### config.mk
export PLATFORM = sky130hd
export DESIGN_NAME = background_debug_registers
export DESIGN_NICKNAME = d
export VERILOG_FILES = /design/src/bgdebug_pkg.sv /design/src/background_debug_registers.sv
export VERILOG_INCLUDE_DIRS = /design/src /design/src/src
export SDC_FILE = /design/constraint.sdc
export NUM_CORES = 1
export LEC_CHECK = 0
export ABC_AREA = 1
export BUFFER_PORTS_ARGS = -buffer_cell sky130_fd_sc_hd__buf_2
export CORE_MARGIN = 4
export CORE_UTILIZATION = 30
export CTS_BUF_LIST = sky130_fd_sc_hd__clkbuf_4
export CTS_CLUSTER_DIAMETER = 80
export DETAILED_ROUTE_END_ITERATION = 8
export GPL_ROUTABILITY_DRIVEN = 0
export GPL_TIMING_DRIVEN = 0
export PLACE_DENSITY_LB_ADDON = 0.08
export SETUP_SLACK_MARGIN = 0.4
export SLEW_MARGIN = 20
export SYNTH_ARGS = -nofsm -noshare
export SYNTH_HDL_FRONTEND = slang
export SYNTH_SLANG_ARGS = --single-unit
export TNS_END_PERCENT = 20
### constraint.sdc
create_clock -name clk_sys -period 1.34 [get_ports clk_sys]
set_input_delay 0.067 -clock clk_sys [delete_from_list [all_inputs] [get_ports clk_sys]]
set_output_delay 0.067 -clock clk_sys [all_outputs]
set_load 0.05 [all_outputs]
### src/bgdebug_consts.svh
// Offsets, field positions and timing counts of the debug unit
`ifndef BGDEBUG_CONSTS_SVH
`define BGDEBUG_CONSTS_SVH
`define OFS_COMMAND 16'hFF00
`define OFS_STATUS 16'hFF01
`define OFS_SHIFT_HI 16'hFF02
`define OFS_SHIFT_LO 16'hFF03
`define OFS_ADDR_HI 16'hFF04
`define OFS_ADDR_LO 16'hFF05
`define OFS_SAVED 16'hFF06
`define MAP_BASE 16'hFF00
`define ST_PERMIT 7
`define ST_ACTIVE 6
`define ST_TAG 5
`define ST_VALID 4
`define ST_STEP 3
`define ST_CLKSEL 2
`define CMD_HWFW 7
`define CMD_DATA 6
`define CMD_RW 5
`define CMD_HALT 4
`define CMD_WORD 3
`define CMD_MAP 2
`define ACTIVE_DELAY 4
`define TAG_DELAY 16
`define IDLE_LIMIT 512
`endif

### src/bgdebug_pkg.sv
// Types of the background debug register unit
package bgdebug_pkg;
    typedef enum logic [1:0] {
        RES_NONE = 2'h0,
        RES_GO = 2'h1,
        RES_STEP = 2'h2,
        RES_TAG = 2'h3
    } resume_t;
    typedef enum logic [2:0] {
        REG_NONE0 = 3'h0,
        REG_NONE1 = 3'h1,
        REG_NEXT = 3'h2,
        REG_PC = 3'h3,
        REG_ACC = 3'h4,
        REG_IX = 3'h5,
        REG_IY = 3'h6,
        REG_SP = 3'h7
    } reg_sel_t;
    typedef enum logic [1:0] {
        TAG_IDLE = 2'h0,
        TAG_WAIT = 2'h1,
        TAG_ON = 2'h3
    } tag_state_t;
endpackage

### src/background_debug_registers.sv
// Register set and command decode of the single-pin background debug unit
`include "bgdebug_consts.svh"
`timescale 1ns/1ns
`default_nettype none
module background_debug_registers (
    input wire logic clk_sys,
    input wire logic srst,
    input wire logic special_mode,
    input wire logic periph_mode,
    input wire logic base_tick,
    input wire logic bus_tick,
    input wire logic bus_slower,
    input wire logic pin_fall,
    input wire logic serial_cmd_load,
    input wire logic [7:0] serial_cmd,
    input wire logic shift_load,
    input wire logic [15:0] shift_data,
    input wire logic shift_done,
    input wire logic shift_start,
    input wire logic addr_load,
    input wire logic [15:0] addr_data,
    input wire logic enter_req,
    input wire logic [7:0] condition_flags,
    input wire logic bus_sel,
    input wire logic bus_wr,
    input wire logic [15:0] bus_addr,
    input wire logic [7:0] bus_wdata,
    input wire logic [15:0] index_x,
    output logic [7:0] bus_rdata,
    output logic map_enable,
    output logic tag_active,
    output logic serial_enable,
    output logic debug_tick,
    output logic halt_cmd,
    output logic resume_go,
    output logic single_step_cmd,
    output logic tag_resume_cmd,
    output logic [2:0] target_reg,
    output logic word_xfer,
    output logic hw_map_flag,
    output logic [15:0] next_index_x
);
    import bgdebug_pkg::*;

    typedef struct packed {
        logic [7:0] command;
        logic permit;
        logic active;
        logic tag_enable;
        logic shift_valid;
        logic step_flag;
        logic clock_select;
        logic [2:0] act_cnt;
        logic act_pend;
        logic act_val;
        logic [4:0] tag_cnt;
        tag_state_t tag_state;
        logic [9:0] idle_cnt;
        logic [15:0] shifter;
        logic [15:0] address;
        logic [7:0] saved_flags;
        logic [7:0] rdata;
        logic tick;
        logic halt;
        logic go;
        logic step;
        logic tagcmd;
        logic [15:0] nx;
        logic tag_on;
        logic ser_en;
        logic hw_map;
    } state_t;

    state_t st;
    state_t nx_st;

    function automatic logic hit(input logic [15:0] a, input logic [15:0] o);
        hit = bus_sel && st.active && a == o;
    endfunction

    logic [7:0] status_byte;
    logic use_bus;
    logic take_cmd;
    assign status_byte = {st.permit, st.active, st.tag_enable,
        st.shift_valid, st.step_flag, st.clock_select, 2'h0};
    assign use_bus = st.clock_select || bus_slower;
    assign take_cmd = serial_cmd_load && st.tag_state != TAG_ON;

    // ****************************************
    // Next state
    // ****************************************
    always_comb begin
        nx_st = st;
        nx_st.tick = use_bus ? bus_tick : base_tick;
        nx_st.halt = 1'b0;
        nx_st.go = 1'b0;
        nx_st.step = 1'b0;
        nx_st.tagcmd = 1'b0;
        // serial load of the command register
        if (take_cmd) begin
            nx_st.command = serial_cmd;
            if (serial_cmd[`CMD_HWFW] && serial_cmd[`CMD_HALT]) begin
                nx_st.halt = 1'b1;
            end
            if (!serial_cmd[`CMD_HWFW]) begin
                unique case (resume_t'(serial_cmd[4:3]))
                    RES_GO: nx_st.go = 1'b1;
                    RES_STEP: begin
                        nx_st.step = 1'b1;
                        nx_st.step_flag = 1'b1;
                    end
                    RES_TAG: begin
                        nx_st.tagcmd = 1'b1;
                        nx_st.tag_enable = 1'b1;
                        nx_st.tag_state = TAG_WAIT;
                        nx_st.tag_cnt = 5'h0;
                    end
                    RES_NONE: nx_st.go = 1'b0;
                endcase
            end
        end
        if (pin_fall) begin
            nx_st.idle_cnt = 10'h0;
        end else if (base_tick) begin
            if (st.idle_cnt == 10'(`IDLE_LIMIT - 1)) begin
                nx_st.command = 8'h00;
                nx_st.idle_cnt = 10'h0;
            end else begin
                nx_st.idle_cnt = st.idle_cnt + 10'h1;
            end
        end
        if (shift_start) begin
            nx_st.shift_valid = 1'b0;
        end
        if (shift_done) begin
            nx_st.shift_valid = 1'b1;
        end
        // shifter loaded from the serial side
        if (shift_load) begin
            nx_st.shifter = shift_data;
        end
        if (addr_load) begin
            nx_st.address = addr_data;
        end
        // tagging starts sixteen cycles after the write
        if (st.tag_state == TAG_WAIT) begin
            if (st.tag_cnt == 5'(`TAG_DELAY - 1)) begin
                nx_st.tag_state = TAG_ON;
            end else begin
                nx_st.tag_cnt = st.tag_cnt + 5'h1;
            end
        end
        // delayed write of the active bit
        if (st.act_pend) begin
            if (st.act_cnt == 3'(`ACTIVE_DELAY - 1)) begin
                nx_st.active = st.act_val;
                nx_st.act_pend = 1'b0;
            end else begin
                nx_st.act_cnt = st.act_cnt + 3'h1;
            end
        end
        // Parallel bus writes
        if (bus_wr) begin
            if (periph_mode && hit(bus_addr, `OFS_COMMAND)) begin
                nx_st.command = bus_wdata;
            end
            if (hit(bus_addr, `OFS_STATUS)) begin
                nx_st.permit = bus_wdata[`ST_PERMIT];
                // Hardware set events win over a same-cycle clear
                nx_st.tag_enable = bus_wdata[`ST_TAG] || nx_st.tagcmd;
                nx_st.shift_valid = bus_wdata[`ST_VALID] || shift_done;
                nx_st.step_flag = bus_wdata[`ST_STEP] || nx_st.step;
                if (bus_wdata[`ST_TAG] && !st.tag_enable) begin
                    nx_st.tag_state = TAG_WAIT;
                    nx_st.tag_cnt = 5'h0;
                end
                if (!bus_wdata[`ST_TAG] && !nx_st.tagcmd) begin
                    nx_st.tag_state = TAG_IDLE;
                end
                if (!st.command[`CMD_HWFW]) begin
                    nx_st.act_pend = 1'b1;
                    nx_st.act_cnt = 3'h0;
                    nx_st.act_val = bus_wdata[`ST_ACTIVE];
                end else begin
                    nx_st.clock_select = bus_wdata[`ST_CLKSEL];
                end
            end
            if (hit(bus_addr, `OFS_SHIFT_HI)) begin
                nx_st.shifter[15:8] = bus_wdata;
            end
            if (hit(bus_addr, `OFS_SHIFT_LO)) begin
                nx_st.shifter[7:0] = bus_wdata;
            end
            if (hit(bus_addr, `OFS_SAVED)) begin
                nx_st.saved_flags = bus_wdata;
            end
        end
        if (enter_req && st.permit) begin
            nx_st.active = 1'b1;
            nx_st.act_pend = 1'b0;
            nx_st.tag_enable = 1'b0;
            nx_st.tag_state = TAG_IDLE;
            nx_st.saved_flags = condition_flags;
        end
        // Read data, unmapped reads return zero
        nx_st.rdata = 8'h00;
        if (bus_sel && !bus_wr && st.active) begin
            unique case (bus_addr)
                `OFS_COMMAND: nx_st.rdata = st.command;
                `OFS_STATUS: nx_st.rdata = status_byte;
                `OFS_SHIFT_HI: nx_st.rdata = st.shifter[15:8];
                `OFS_SHIFT_LO: nx_st.rdata = st.shifter[7:0];
                `OFS_ADDR_HI: nx_st.rdata = st.address[15:8];
                `OFS_ADDR_LO: nx_st.rdata = st.address[7:0];
                `OFS_SAVED: nx_st.rdata = st.saved_flags;
                default: nx_st.rdata = 8'h00;
            endcase
        end
        // next word address is X plus two
        nx_st.nx = index_x + 16'h0002;
        // Decoded outputs leave through their own flip-flops
        nx_st.tag_on = nx_st.tag_state == TAG_ON;
        nx_st.ser_en = nx_st.tag_state != TAG_ON;
        nx_st.hw_map = nx_st.command[`CMD_HWFW] && nx_st.command[`CMD_MAP];
    end

    // ****************************************
    // State register
    // ****************************************
    always_ff @(posedge clk_sys) begin
        if (srst) begin
            st <= nx_st;
            st.command <= 8'h00;
            st.permit <= 1'b0;
            // Special single-chip and peripheral modes start active
            st.active <= special_mode || periph_mode;
            st.tag_enable <= 1'b0;
            st.shift_valid <= 1'b0;
            st.step_flag <= 1'b0;
            st.clock_select <= 1'b0;
            st.act_cnt <= 3'h0;
            st.act_pend <= 1'b0;
            st.act_val <= 1'b0;
            st.tag_cnt <= 5'h0;
            st.tag_state <= TAG_IDLE;
            st.idle_cnt <= 10'h0;
            st.rdata <= 8'h00;
            st.tick <= 1'b0;
            st.halt <= 1'b0;
            st.go <= 1'b0;
            st.step <= 1'b0;
            st.tagcmd <= 1'b0;
            st.nx <= 16'h0000;
            st.tag_on <= 1'b0;
            st.ser_en <= 1'b1;
            st.hw_map <= 1'b0;
            st.shifter <= 16'h0000;
            st.address <= 16'h0000;
            st.saved_flags <= 8'h00;
        end else begin
            st <= nx_st;
        end
    end

    assign bus_rdata = st.rdata;
    // debug space mapped only while active
    assign map_enable = st.active;
    assign tag_active = st.tag_on;
    assign serial_enable = st.ser_en;
    assign debug_tick = st.tick;
    assign halt_cmd = st.halt;
    assign resume_go = st.go;
    assign single_step_cmd = st.step;
    assign tag_resume_cmd = st.tagcmd;
    assign target_reg = st.command[2:0];
    assign word_xfer = st.command[`CMD_WORD];
    assign hw_map_flag = st.hw_map;
    assign next_index_x = st.nx;

    // ****************************************
    // Assertions
    // ****************************************
    a_active_delay: assert property (@(posedge clk_sys) disable iff (srst)
        st.act_pend && st.act_cnt == 3'h0 && !enter_req ##1 !enter_req
        |-> st.act_pend ##1 st.act_pend)
        else $error("active write landed early");
    a_tag_delay: assert property (@(posedge clk_sys) disable iff (srst)
        $rose(st.tag_state == TAG_WAIT) |-> !tag_active [*8])
        else $error("tagging started too soon");
    a_tag_clear: assert property (@(posedge clk_sys) disable iff (srst)
        enter_req && st.permit |=> !st.tag_enable)
        else $error("tag_enable not cleared on entry");
    a_permit_block: assert property (@(posedge clk_sys) disable iff (srst)
        enter_req && !st.permit && !st.active && !st.act_pend
        |=> !st.active) else $error("entered without permit");
    a_no_serial: assert property (@(posedge clk_sys) disable iff (srst)
        tag_active && serial_cmd_load |=> $stable(st.command) || $past(bus_wr)
        || $past(base_tick)) else $error("command taken while tagging");
    a_step_flag: assert property (@(posedge clk_sys) disable iff (srst)
        single_step_cmd |-> st.step_flag) else $error("step flag missing");
    a_status_low: assert property (@(posedge clk_sys) disable iff (srst)
        bus_sel && !bus_wr && st.active && bus_addr == `OFS_STATUS
        |=> bus_rdata[1:0] == 2'h0) else $error("status low bits nonzero");
    a_next_x: assert property (@(posedge clk_sys) disable iff (srst)
        !srst |=> next_index_x == $past(index_x) + 16'h0002)
        else $error("next address wrong");
    a_clk_sel: assert property (@(posedge clk_sys) disable iff (srst)
        !srst && bus_slower |=> debug_tick == $past(bus_tick))
        else $error("slow bus clock not forced");
    c_enter: cover property (@(posedge clk_sys) enter_req && st.permit);
    c_tag_on: cover property (@(posedge clk_sys) $rose(tag_active));
    c_idle_clr: cover property (@(posedge clk_sys)
        base_tick && st.idle_cnt == 10'(`IDLE_LIMIT - 1));
endmodule
`default_nettype wire

==> reports/results.txt, run 1 <==
The run finished, with violations left. The final reports fail on hold timing, setup timing. Total power per unit cell area: 735 nW/um^2. The via density per instance was 4.48; the total area of multi-input combinational cells was 3160 sq um. In this run the tool buffered the top-level ports with 138 buffer cells.

For the final database, setup skew stands at 32.4 ps. The category of the worst setup path launch point is a flip-flop. Entering global routing, the biggest net connects 18 pins.

The tools report the summed area of non-filler cells in the final layout as 8880 sq um. The run gives 0 as the remaining design rule violation count. Subtracting the final worst setup slack from the clock period gives 1500 ps. The total detailed-routing wirelength is 20,300 um, and the worst-case register-to-register setup slack is -160 ps. The final worst-path setup slack was -163 ps. The detailed router placed 5,945 vias in this run. For the overall die area, the log shows 21,500 sq um.

The count of final setup violators was 60; the highest attainable clock frequency was 665 MHz. TritonCTS built the clock tree. After synthesis, the mean cell area works out to 7.24 sq um.

The detailed-route wire length per cell works out to 15.3 um. Global routing consumed, over all layers together, 18.6% of the routing resources. From bottom edge to top edge, the die measures 147 um. From synthesis to final layout, the design area changed by 54.0%.

The number of pins with negative max-slew slack in the final report is 0. The worst path uses 112% of the clock period. The count of maximum capacitance violations came out at 0. The gate count after technology mapping was 796.

Actual transition at the worst max-transition pin: 766 ps. Total power for the finished layout comes to 6.53 mW. The async set-reset flop share out of synthesis works out to 0%. The required arrival time at the worst endpoint is 1760 ps, and the final-report hold violation count is 9.

Setup repair after global routing could not meet its margin everywhere. The total congestion overflow is 0. The placed instances occupy a cell area of 6790 sq um. The tools report the beginning of the worst register-to-register path as map_enable. The worst reg-to-reg path cell count is 7. The detailed router finished its first iteration with 314 violations. The top fanout value on the critical path was 8; the post-DP HPWL was 14,800 um. IR analysis of the VDD net gives a maximum drop of 320 uV. The first-pass GRT wire length was 31,300 um. The relative max-transition margin came out at 48.1%. For the worst setup path, the data arrival time is 1920 ps. Clock tree synthesis found a total of 108 sinks.

The initial antenna violation count is 1. The tools report the boundary pin count as 141. CTS root buffer: sky130_fd_sc_hd__clkbuf_4. Adding up every negative setup slack in the final design gives -5350 ps. The total leakage power was 4.13 nW; the via count of the first global-routing pass was 5,893. The fraction of final layout cells with drive strength greater than 1 works out to 38.6%.

After clock tree synthesis, the clock-pin slew on the worst setup and hold paths is 170 ps. The sequential area share after synthesis is 37.7%. The number of nets in the synthesized netlist is 904. The min-delay analysis places its worst path in the category in2reg. The worst hold path was traced through 3 stages. The class of the most critical setup path was reg2reg. For the first-pass detailed-route iteration total, the log shows 4. The run gives 500 ps as the clock latency on the worst-skew pair. Leaving out filler cells and counting taps, the final layout contains 1,326. The number of nets in the final layout was 1,168. The count of flip-flops with a built-in enable after synthesis works out to 1. The worst min-delay path endpoint is next_index_x[4].

Once the floorplan was initialized, standard cells occupied 30.6% of the core. The critical register-to-register path endpoint is st[34]. The register containing the most flip-flops in the final layout was st. The number of buffers added by the clock tree synthesis step is 9. The run gives -125 ps as the worst hold margin.

The prevailing post-synth register cell is sky130_fd_sc_hd__dfxtp_1. The area of the core came out at 18,800 sq um. Yosys printed 0 warnings. The die width is 147 um, and the number of distinct standard cells referenced by the synthesized netlist is 41. In this run, synthesis produced a sequential element count of 108. Remaining number of nets flagged by the antenna check after routing: 0.

The kind of capture point of the worst setup path was a flip-flop. The cell area that synthesis handed to floorplanning was 5770 sq um. The H-tree was split into 3 levels. Row generation in the floorplan step produced 50 rows. Counting the fill cells in the layout gives 1,917. The tools report the critical hold path startpoint as index_x[2]. The buffer depth of the longest clock path is 2. Registers take 2230 sq um. The number of flip-flops in the largest register was 71; the number of placed cells counting well taps was 1,194.
[where the power goes]
part	total (mW)	switching (mW)	leakage [nW]	internal, mW
clock network	1.75	1.16	0.0744	0.591
logic	1.35	0.704	3.15	0.647
registers	3.42	0.0837	0.904	3.34
total	6.53	1.95	4.13	4.58
[critical path, stage by stage (launching register included)]
cell,delay [ps]
sky130_fd_sc_hd__edfxtp_1,500
sky130_fd_sc_hd__nand2_2,90
sky130_fd_sc_hd__nor2_4,190
sky130_fd_sc_hd__nand4_1,220
sky130_fd_sc_hd__nand2_2,190
sky130_fd_sc_hd__inv_4,80
sky130_fd_sc_hd__nor2_1,90
sky130_fd_sc_hd__nor2_1,50
[routing by layer]
layer / share of wire, % / track usage (%) / vias up
met5: 0 / 0 / -
met4: 1.2 / 4.28 / 0
met3: 4.4 / 3.23 / 19
met2: 47 / 30.3 / 132
met1: 48 / 25.6 / 2682
li1: - / - / 3112
[logic make-up (layout without fill, tap and decap cells)]
logic type	count (synthesis)	after routing	synth area share (%)
simple gates	387	388	32.2
buf+inv	145	413	12.8
compound gates	128	128	12.1
flops	108	108	37.7
mux	17	17	3.30
xor+xnor	7	7	1.06
fa+ha+maj	4	4	0.868
other cells	0	1	0
[cell usage in the layout, fill, tap and decap left out, types with 10 or more instances in the layout]
cell type / Yosys / final
sky130_fd_sc_hd__nor2_4: 10 / 18
sky130_fd_sc_hd__nor2_2: 10 / 18
sky130_fd_sc_hd__a21oi_1: 41 / 37
sky130_fd_sc_hd__clkbuf_4: 0 / 10
sky130_fd_sc_hd__o21ai_0: 68 / 60
sky130_fd_sc_hd__dfxtp_1: 107 / 67
sky130_fd_sc_hd__nand2_1: 146 / 124
sky130_fd_sc_hd__dfxtp_2: 0 / 35
sky130_fd_sc_hd__buf_8: 1 / 34
sky130_fd_sc_hd__nand2_2: 9 / 21
sky130_fd_sc_hd__o21ai_1: 3 / 10
sky130_fd_sc_hd__dlygate4sd3_1: 0 / 84
sky130_fd_sc_hd__inv_1: 79 / 70
sky130_fd_sc_hd__nand2_4: 1 / 11
sky130_fd_sc_hd__buf_2: 9 / 110
sky130_fd_sc_hd__inv_2: 8 / 14
sky130_fd_sc_hd__mux2_2: 16 / 16
sky130_fd_sc_hd__nor2_1: 118 / 102
sky130_fd_sc_hd__buf_6: 8 / 43
sky130_fd_sc_hd__nand4_1: 51 / 51
sky130_fd_sc_hd__buf_4: 29 / 26
sky130_fd_sc_hd__nand3_1: 16 / 13
[per-stage QoR]
| step | worst slack [ps] | utilization, % |
|---|---|---|
| 6_report | -163 | 47.1 |
| 5_1_grt | -261 | 47.1 |
| 4_1_cts | -162 | 45.5 |
| 3_5_place_dp | -505 | 36.1 |
| 3_3_place_gp | -503 | 36.1 |
| 2_1_floorplan | -271 | - |
[synthesized netlist by cell type (4+ instances only)]
cell type                  instances  area [sq um]
sky130_fd_sc_hd__inv_1            79           297
sky130_fd_sc_hd__o21ai_0          68           340
sky130_fd_sc_hd__xor2_1            6          52.6
sky130_fd_sc_hd__inv_2             8          30.0
sky130_fd_sc_hd__mux2_2           16           180
sky130_fd_sc_hd__buf_4            29           218
sky130_fd_sc_hd__clkbuf_1          8          30.0
sky130_fd_sc_hd__nand2_1         146           548
sky130_fd_sc_hd__nand2_2           9          56.3
sky130_fd_sc_hd__nor2_1          118           443
sky130_fd_sc_hd__nor2_2           10          62.6
sky130_fd_sc_hd__buf_6             8          90.1
sky130_fd_sc_hd__nand4_1          51           319
sky130_fd_sc_hd__buf_2             9          45.0
sky130_fd_sc_hd__a21oi_1          41           205
sky130_fd_sc_hd__nor2_4           10           113
sky130_fd_sc_hd__nor3_1           12          60.1
sky130_fd_sc_hd__dfxtp_1         107          2140
sky130_fd_sc_hd__o21ai_2           6          52.6
sky130_fd_sc_hd__a21oi_2           4          35.0
sky130_fd_sc_hd__nand3_1          16          80.1
sky130_fd_sc_hd__ha_1              4          50.1
[layout make-up]
cell class              count  area share (%)
clock inverters             6           0.719
flip-flops and latches    108            25.2
diodes                      1          0.0282
multi-input cells         544            35.6
plain buffers              55            5.71
repair buffers            252            24.2
inverters                  90            4.06
well taps                 260            3.66
clock buffers              10           0.846
[how the worst max path moves through the flow]
| stage | slack (ps) | cells after the start | end | start |
|---|---|---|---|---|
| floorplan | -270 | 9 | st[82] | map_enable |
| global placement | -500 | 10 | hw_map_flag | st[73] |
| detailed placement | -500 | 10 | st[107] | st[73] |
| CTS | -160 | 2 | map_enable | map_enable |
| global route | -260 | 8 | st[96] | map_enable |
| finish | -160 | 7 | st[34] | map_enable |
[repair_timing]
| action | in CTS | in global routing |
|---|---|---|
| hold endpoints to repair | 94 | 17 |
| hold buffers | 84 | 6 |
| setup buffers | 20 | 9 |
| pin swaps | 21 | 28 |
| endpoints found under the setup margin | 113 | 124 |
| gates cloned | 1 | 0 |
| gates resized for setup | 199 | 87 |
Note: power is estimated with default switching activity, not from simulation.
==> run 2, diff against run 1 <==
--- a/config.mk
+++ b/config.mk
@@ -15,6 +15,7 @@
 export DETAILED_ROUTE_END_ITERATION = 8
 export GPL_ROUTABILITY_DRIVEN = 0
 export GPL_TIMING_DRIVEN = 0
+export HOLD_SLACK_MARGIN = 0.1
 export PLACE_DENSITY_LB_ADDON = 0.08
 export SETUP_SLACK_MARGIN = 0.4
 export SLEW_MARGIN = 20
==> run 2 against run 1 <==
Net effect:
- the flow still finishes with violations (hold timing, setup timing)
- core utilization increased by 0.39 points
- combinational power hardly changed
- fmax up 1.5%
- hold slack got worse by 12 ps
- die area is the same
- cell count up 0.23%
- routed wire length is 0.60% higher
- highest routed layer unchanged
==> reports/results.txt, run 2 (synthesized netlist as in run 1, its figures left out) <==
The class of the most critical setup path is reg2reg. Measured along the y axis, the die boundary spans 147 um. The maximum single-stage delay on the critical path is 490 ps. Once the floorplan was initialized, standard cells occupied 30.6% of the core. The worst reg-to-reg path cell count works out to 7. The library cells used most frequently in the layout, excluding fill and tap cells, are 123 x sky130_fd_sc_hd__nand2_1, 109 x sky130_fd_sc_hd__buf_2, 100 x sky130_fd_sc_hd__nor2_1. In this run the remaining antenna-violating nets after routing total 0. Summing all non-filler instances in the final layout gives an area of 8950 sq um.

The number of I/O port buffers was 138. The flow ran to the end, but the final reports show violations. The worst register-to-register path begins at map_enable. The first TritonRoute pass finished after 4 iterations. Across the routed clock network, the largest skew measured is 35.8 ps.

The tree is rooted in a sky130_fd_sc_hd__clkbuf_4. The register with the most flip-flops in the final layout is st. The final reports fail on hold timing, setup timing. Detailed placement ended at an HPWL of 14,800 um. The timing startpoint of the critical path was map_enable. After floorplanning, the core was divided into 50 placement rows. Actual transition at the worst max-transition pin: 765 ps. For this design the ratio of total power to cell area is 732 nW/um^2. Highest-delay cell along the critical path: sky130_fd_sc_hd__edfxtp_1. In this run the worst path has a maximum fanout of 8. The final core utilization is 47.5%.

Across every metal layer, demand over resource in global routing totals 18.6%. The tools report the overall die area as 21,500 sq um. The critical register-to-register path endpoint was st[34]. For the worst-skew pair, the clock arrives at the later sink with an insertion delay of 510 ps. After global routing the overflow that remains totals 0. For the number of pins with negative max-slew slack in the final report, the log shows 0. The worst setup path is captured at a flip-flop.

The number of nets in the final layout came out at 1,171. TritonCTS built the clock tree. Traced cell by cell, the critical path runs through nand2_2, nor2_4, nand4_1, nand2_2, inv_4, nor2_1, nor2_1. The longest clock path from root to sink contains 2 buffers. The relative max-transition margin is 48.2%. For the worst setup path, the data arrival time is 1900 ps. The initial antenna violation count was 1. The worst hold margin is -137 ps, and the starting DRC count in detailed routing is 318. The instance area at placement is 6790 sq um. The total leakage power was 4.16 nW; the CTS sink count was 108.

The critical path capture point was st[34]. The tightest min-delay check is of the in2reg type. After detailed routing, the average wire length per cell comes to 15.3 um. In this run the count of I/O pins placed on the die edge is 141. Leaving out fill and tap cells, the most frequent cell in the layout is sky130_fd_sc_hd__nand2_1. Setup repair after global routing could not meet its margin everywhere.

Final worst-path setup slack: -140 ps. Of the cells placed in the final design, the portion with a size suffix greater than 1 is 39.0%. STA classifies the critical path startpoint as a flip-flop. The smallest clock period supported by the final layout is computed as 1480 ps. Across all register-to-register paths, the minimum setup slack is -140 ps.

Required arrival time at the worst endpoint: 1760 ps. Entering global routing, the biggest net connects 18 pins. The die width was 147 um; the overall power was 6.55 mW.

Max-cap violations in this run came to 0. Buffers inserted during clock tree synthesis total 9. The H-tree depth reported by CTS was 3. For the via count of the first global-routing pass, the log shows 5,933. The final-report hold violation count came out at 6. Final worst-path cycle share: 110%. The tools report the total via count in the routed design as 5,989.

Remaining design rule violation count: 0. Setup violations remaining at the end of the flow were counted as 60. The routed design has 20,400 um of wire.

Clock input transition at the sequential cells of the worst setup and hold paths: 180 ps. First-pass GRT wire length: 31,500 um. Timing would allow up to 676 MHz.

IR analysis of the VDD net gives a maximum drop of 322 uV. The register with the most flip-flops in the layout has 71 of them. Dividing the detail-routed via count by the number of cells gives 4.51.

The area of the core came out at 18,800 sq um. The area added between synthesis and finish came out at 55.2%.
==> run 2: per-stage QoR <==
| stage | setup slack [ps] | instances | hold WS [ps] | setup TNS, ps |
|---|---|---|---|---|
| after floorplan | -271 | 796 | 139 | -10120 |
| after global placement | -503 | 1194 | 269 | -14710 |
| after detailed placement | -505 | 1194 | 274 | -14790 |
| after CTS | -162 | 1320 | -174 | -5270 |
| after global routing | -252 | 1329 | -162 | -8830 |
| final | -140 | 1329 | -137 | -4350 |
==> run 2: layout make-up <==
cell class                 count  area, sq um
antenna                        1         2.50
buffer                        55          508
clock buffer                  10         75.1
clock inverter                 6         63.8
fill                        1929         9880
inverter                      90          363
multi-input combinational    544         3190
sequential                   108         2230
tap                          260          325
timing repair buffer         255         2190
==> run 2: critical path, delay by kind of cell (launching register included) <==
| kind | cells | cell delay (ps) |
|---|---|---|
| flip-flops | 1 | 490 |
| buffers and inverters | 1 | 80 |
| AND/OR/NAND/NOR | 6 | 830 |
==> run 2: routing by layer <==
layer | global-route usage [%] | vias to the layer above | wire length (um)
met5 | 0 | - | 0
met4 | 4.28 | 0 | 226
met3 | 3.23 | 17 | 882
met2 | 30.3 | 127 | 9560
met1 | 25.8 | 2731 | 9730
li1 | - | 3114 | -
==> run 2: worst min path at each step <==
stage,from,to,depth (start not counted)
3_5_place_dp,index_x[1],next_index_x[1],2
5_1_grt,index_x[2],next_index_x[4],3
4_1_cts,index_x[2],next_index_x[4],3
2_1_floorplan,index_x[1],next_index_x[1],1
3_3_place_gp,index_x[1],next_index_x[1],2
6_report,index_x[2],next_index_x[4],3
==> run 2: repair_timing <==
item	in CTS	in global routing
endpoints found under the hold margin	103	23
pin swaps	21	30
buffers inserted	20	8
endpoints found under the setup margin	113	136
hold buffers	89	6
cloned	1	0
resized for setup	199	100
==> run 2: power breakdown <==
part / total [mW] / internal (mW) / leakage (nW) / switching [mW]
logic: 1.37 / 0.659 / 3.18 / 0.712
clock network: 1.76 / 0.591 / 0.0744 / 1.17
registers: 3.42 / 3.34 / 0.904 / 0.0834
==> run 3, diff against run 2 <==
--- a/config.mk
+++ b/config.mk
@@ -9,7 +9,7 @@
 export ABC_AREA = 1
 export BUFFER_PORTS_ARGS = -buffer_cell sky130_fd_sc_hd__buf_2
 export CORE_MARGIN = 4
-export CORE_UTILIZATION = 30
+export CORE_UTILIZATION = 35
 export CTS_BUF_LIST = sky130_fd_sc_hd__clkbuf_4
 export CTS_CLUSTER_DIAMETER = 80
 export DETAILED_ROUTE_END_ITERATION = 8
@@ -17,6 +17,7 @@
 export GPL_TIMING_DRIVEN = 0
 export HOLD_SLACK_MARGIN = 0.1
 export PLACE_DENSITY_LB_ADDON = 0.08
+export REMOVE_ABC_BUFFERS = 1
 export SETUP_SLACK_MARGIN = 0.4
 export SLEW_MARGIN = 20
 export SYNTH_ARGS = -nofsm -noshare
==> run 3 against run 2 <==
Net effect:
- the run still ends with hold timing, setup timing left
- clock-buffer cell count rose by 1
- via count rose by 1.8%
- sequential power is essentially flat
- register-to-register slack improved by 20 ps
- power fell by 4.7%
- first-iteration DRC count down 8.5%
- die area shrank 14%
- core utilization rose by 6.3 points
- highest routed layer unchanged
- sequential cell count is the same
- clock power is 13% lower
- largest cell class unchanged
- cell count fell by 6.3%
==> reports/results.txt, run 3 (synthesized netlist as in run 1, its figures left out) <==
The run finished, with violations left. The final reports fail on hold timing, setup timing. The maximum ir drop on the vdd rail was 568 uV. The time the final worst path needs with I/O delays and setup is 1480 ps, and the initial antenna violation count is 1. 141 I/O pins were placed. Buffer depth of the longest clock path: 2. Clock-pin slew was measured on the worst setup and hold paths at 170 ps. In this run the static leakage power is 3.91 nW.

In the final layout, the share of cells above drive strength 1 is 39.8%. The tools report the overall die area as 18,600 sq um. In the final routed layout, each cell accounts on average for 16.2 um. Actual transition at the worst max-transition pin: 1030 ps. Static timing analysis puts the maximum clock frequency at 674 MHz.

The run gives 0 as the number of pins with negative max-slew slack in the final report. Relative to the synthesized area, the layout overhead comes to 49.4%. Beginning of the worst register-to-register path: st[73]. STA classifies the critical path startpoint as a flip-flop. For met3 alone, demand over resource in global routing was 4.96%. The tools report the CTS sink count as 108. The worst hold-check path type is in2reg. The die width was 136 um.

The total via count in the routed design is 6,097, and the placement row count is 46. The CTS root buffer was sky130_fd_sc_hd__clkbuf_4. The worst hold margin was -139 ps. The run gives 8610 sq um as the summed area of non-filler cells in the final layout.

The number of I/O port buffers works out to 140. After detailed placement, the design holds a cell count of 1,097. The via count of the first global-routing pass came out at 6,065. Global routing used 21.3% of the available tracks. The final layout contains routed wiring with a total length of 20,100 um.

The final worst-path cycle share is 111%. The tools report the pin count of the biggest net entering global routing as 67. Setup repair after global routing could not meet its margin everywhere. Counting flops per register, the top entry is st. After detailed routing, the number of remaining DRC violations is 0. The tools report the timing startpoint of the critical path as map_enable. Most frequent cell on the critical path: sky130_fd_sc_hd__buf_6.

Clock tree synthesis inserted a total of 9 buffers. For the final core utilization, the log shows 53.8%. At the worst endpoint, the required time is 1270 ps. The total power per unit cell area is 725 nW/um^2.

The overall die height is 136 um, and the first-pass GRT wire length is 31,000 um. Data arrives at the worst endpoint at 1420 ps. Clock tree skew after final layout: 24.8 ps.

The startpoint identified for the worst hold timing path is index_x[2]. TritonCTS built the clock tree. After detailed routing, the number of vias per cell comes to 4.90.

Class of the most critical setup path: reg2out. For this block, the initial DRC count from the detailed router was 291. Count of final setup violators: 59.

After global routing, the most crowded layer is met2. In this run the worst path has a maximum fanout of 3. Leading cell type in the layout, fill and taps excluded: sky130_fd_sc_hd__nand2_1. For the post-DP HPWL, the log shows 12,700 um. The worst setup path is captured at an output pin. Headroom to the max-slew limit came out at 31.1%. The clock latency on the worst-skew pair was 500 ps; the number of nets in the final layout was 1,131. The number of flip-flops in the largest register is 71.

The logs give 0 for the total congestion overflow and 6.25 mW for the overall power. The logs give 1,245 for the number of standard cells in the layout, taps in and fillers out and 16,000 sq um for the area of the core. The final-report hold violation count is 1, and the final worst-path setup slack is -143 ps. In this run the cell area measured after placement is 6340 sq um. The slowest stage of the critical path belongs to the cell sky130_fd_sc_hd__edfxtp_1. Walking the worst path, the cells encountered are buf_6, buf_6, buf_6.

The largest single stage delay on the critical path is 510 ps. For this configuration, the core starts out at a cell density of 36.0%. Once detail routing completed, the nets flagged for antenna violations numbered 0.

The tools report the H-tree depth reported by CTS as 3. The tool flagged a number of max-cap violations equal to 0. The library cells used most frequently in the layout, excluding fill and tap cells, are 121 x sky130_fd_sc_hd__nand2_1, 103 x sky130_fd_sc_hd__buf_2, 97 x sky130_fd_sc_hd__nor2_1. For the aggregate negative setup slack, the log shows -2990 ps.

The first TritonRoute pass finished after 5 iterations. For this run, global-route usage on met1 was measured as 27.0%. The met2 track demand over resource was 35.8%.
## run 3: cell types whose count changed in the layout (fill, tap and decap cells not counted), sizes merged
| cell | change |
|---|---|
| buf | -34 |
| clkbuf | -7 |
| dlygate4sd3 | -3 |
| nor2 | +3 |
| inv | -2 |
| bufinv | -1 |
| clkinv | +1 |
| clkinvlp | +1 |
| dlymetal6s4s | +1 |
| nand3 | +1 |
## run 3: final cells by class
cell class | instances | area, sq um
Antenna cell | 1 | 2.50
Clock buffer | 11 | 82.6
Clock inverter | 5 | 28.8
Fill cell | 1589 | 7390
Inverter | 90 | 382
Multi-Input combinational cell | 548 | 3330
Sequential cell | 108 | 2220
Tap cell | 216 | 270
Timing Repair Buffer | 266 | 2290
## run 3: final timing paths
| path | to | slack (ps) | cells after the start |
|---|---|---|---|
| max | map_enable | -140 | 3 |
| min | next_index_x[4] | -140 | 3 |
| max reg2reg | st[78] | -120 | 10 |
| min reg2reg | st[80] | 470 | 2 |
## run 3: power breakdown
part           switching (mW)  internal (mW)
combinational           0.710          0.594
sequential             0.0745           3.34
clock                    1.11          0.413
## run 3: stage by stage
stage                     worst slack [ps]  hold WS, ps
final                                 -143         -139
after floorplan                       -423          134
after detailed placement             -1080          267
after global placement               -1630          263
after CTS                             -125         -175
after global routing                  -232         -162
## run 3: critical path, delay by kind of cell (launching register included)
family                 cells  cell delay (ps)
buffers and inverters      3              430
flip-flops                 1              510
## run 3: routing by layer
metal	vias up	wire [um]	part of all wire, %
li1	3048	-	-
met1	2841	8570	43
met5	-	0	0
met2	170	9910	49
met3	38	1140	5.6
met4	0	532	2.6
## run 3: timing repair
action | CTS | global route
pin swaps | 41 | 38
cloned | 5 | 0
gates resized for setup | 222 | 91
setup buffers | 25 | 14
hold endpoints to repair | 103 | 37
endpoints found under the setup margin | 113 | 140
hold buffers | 84 | 10
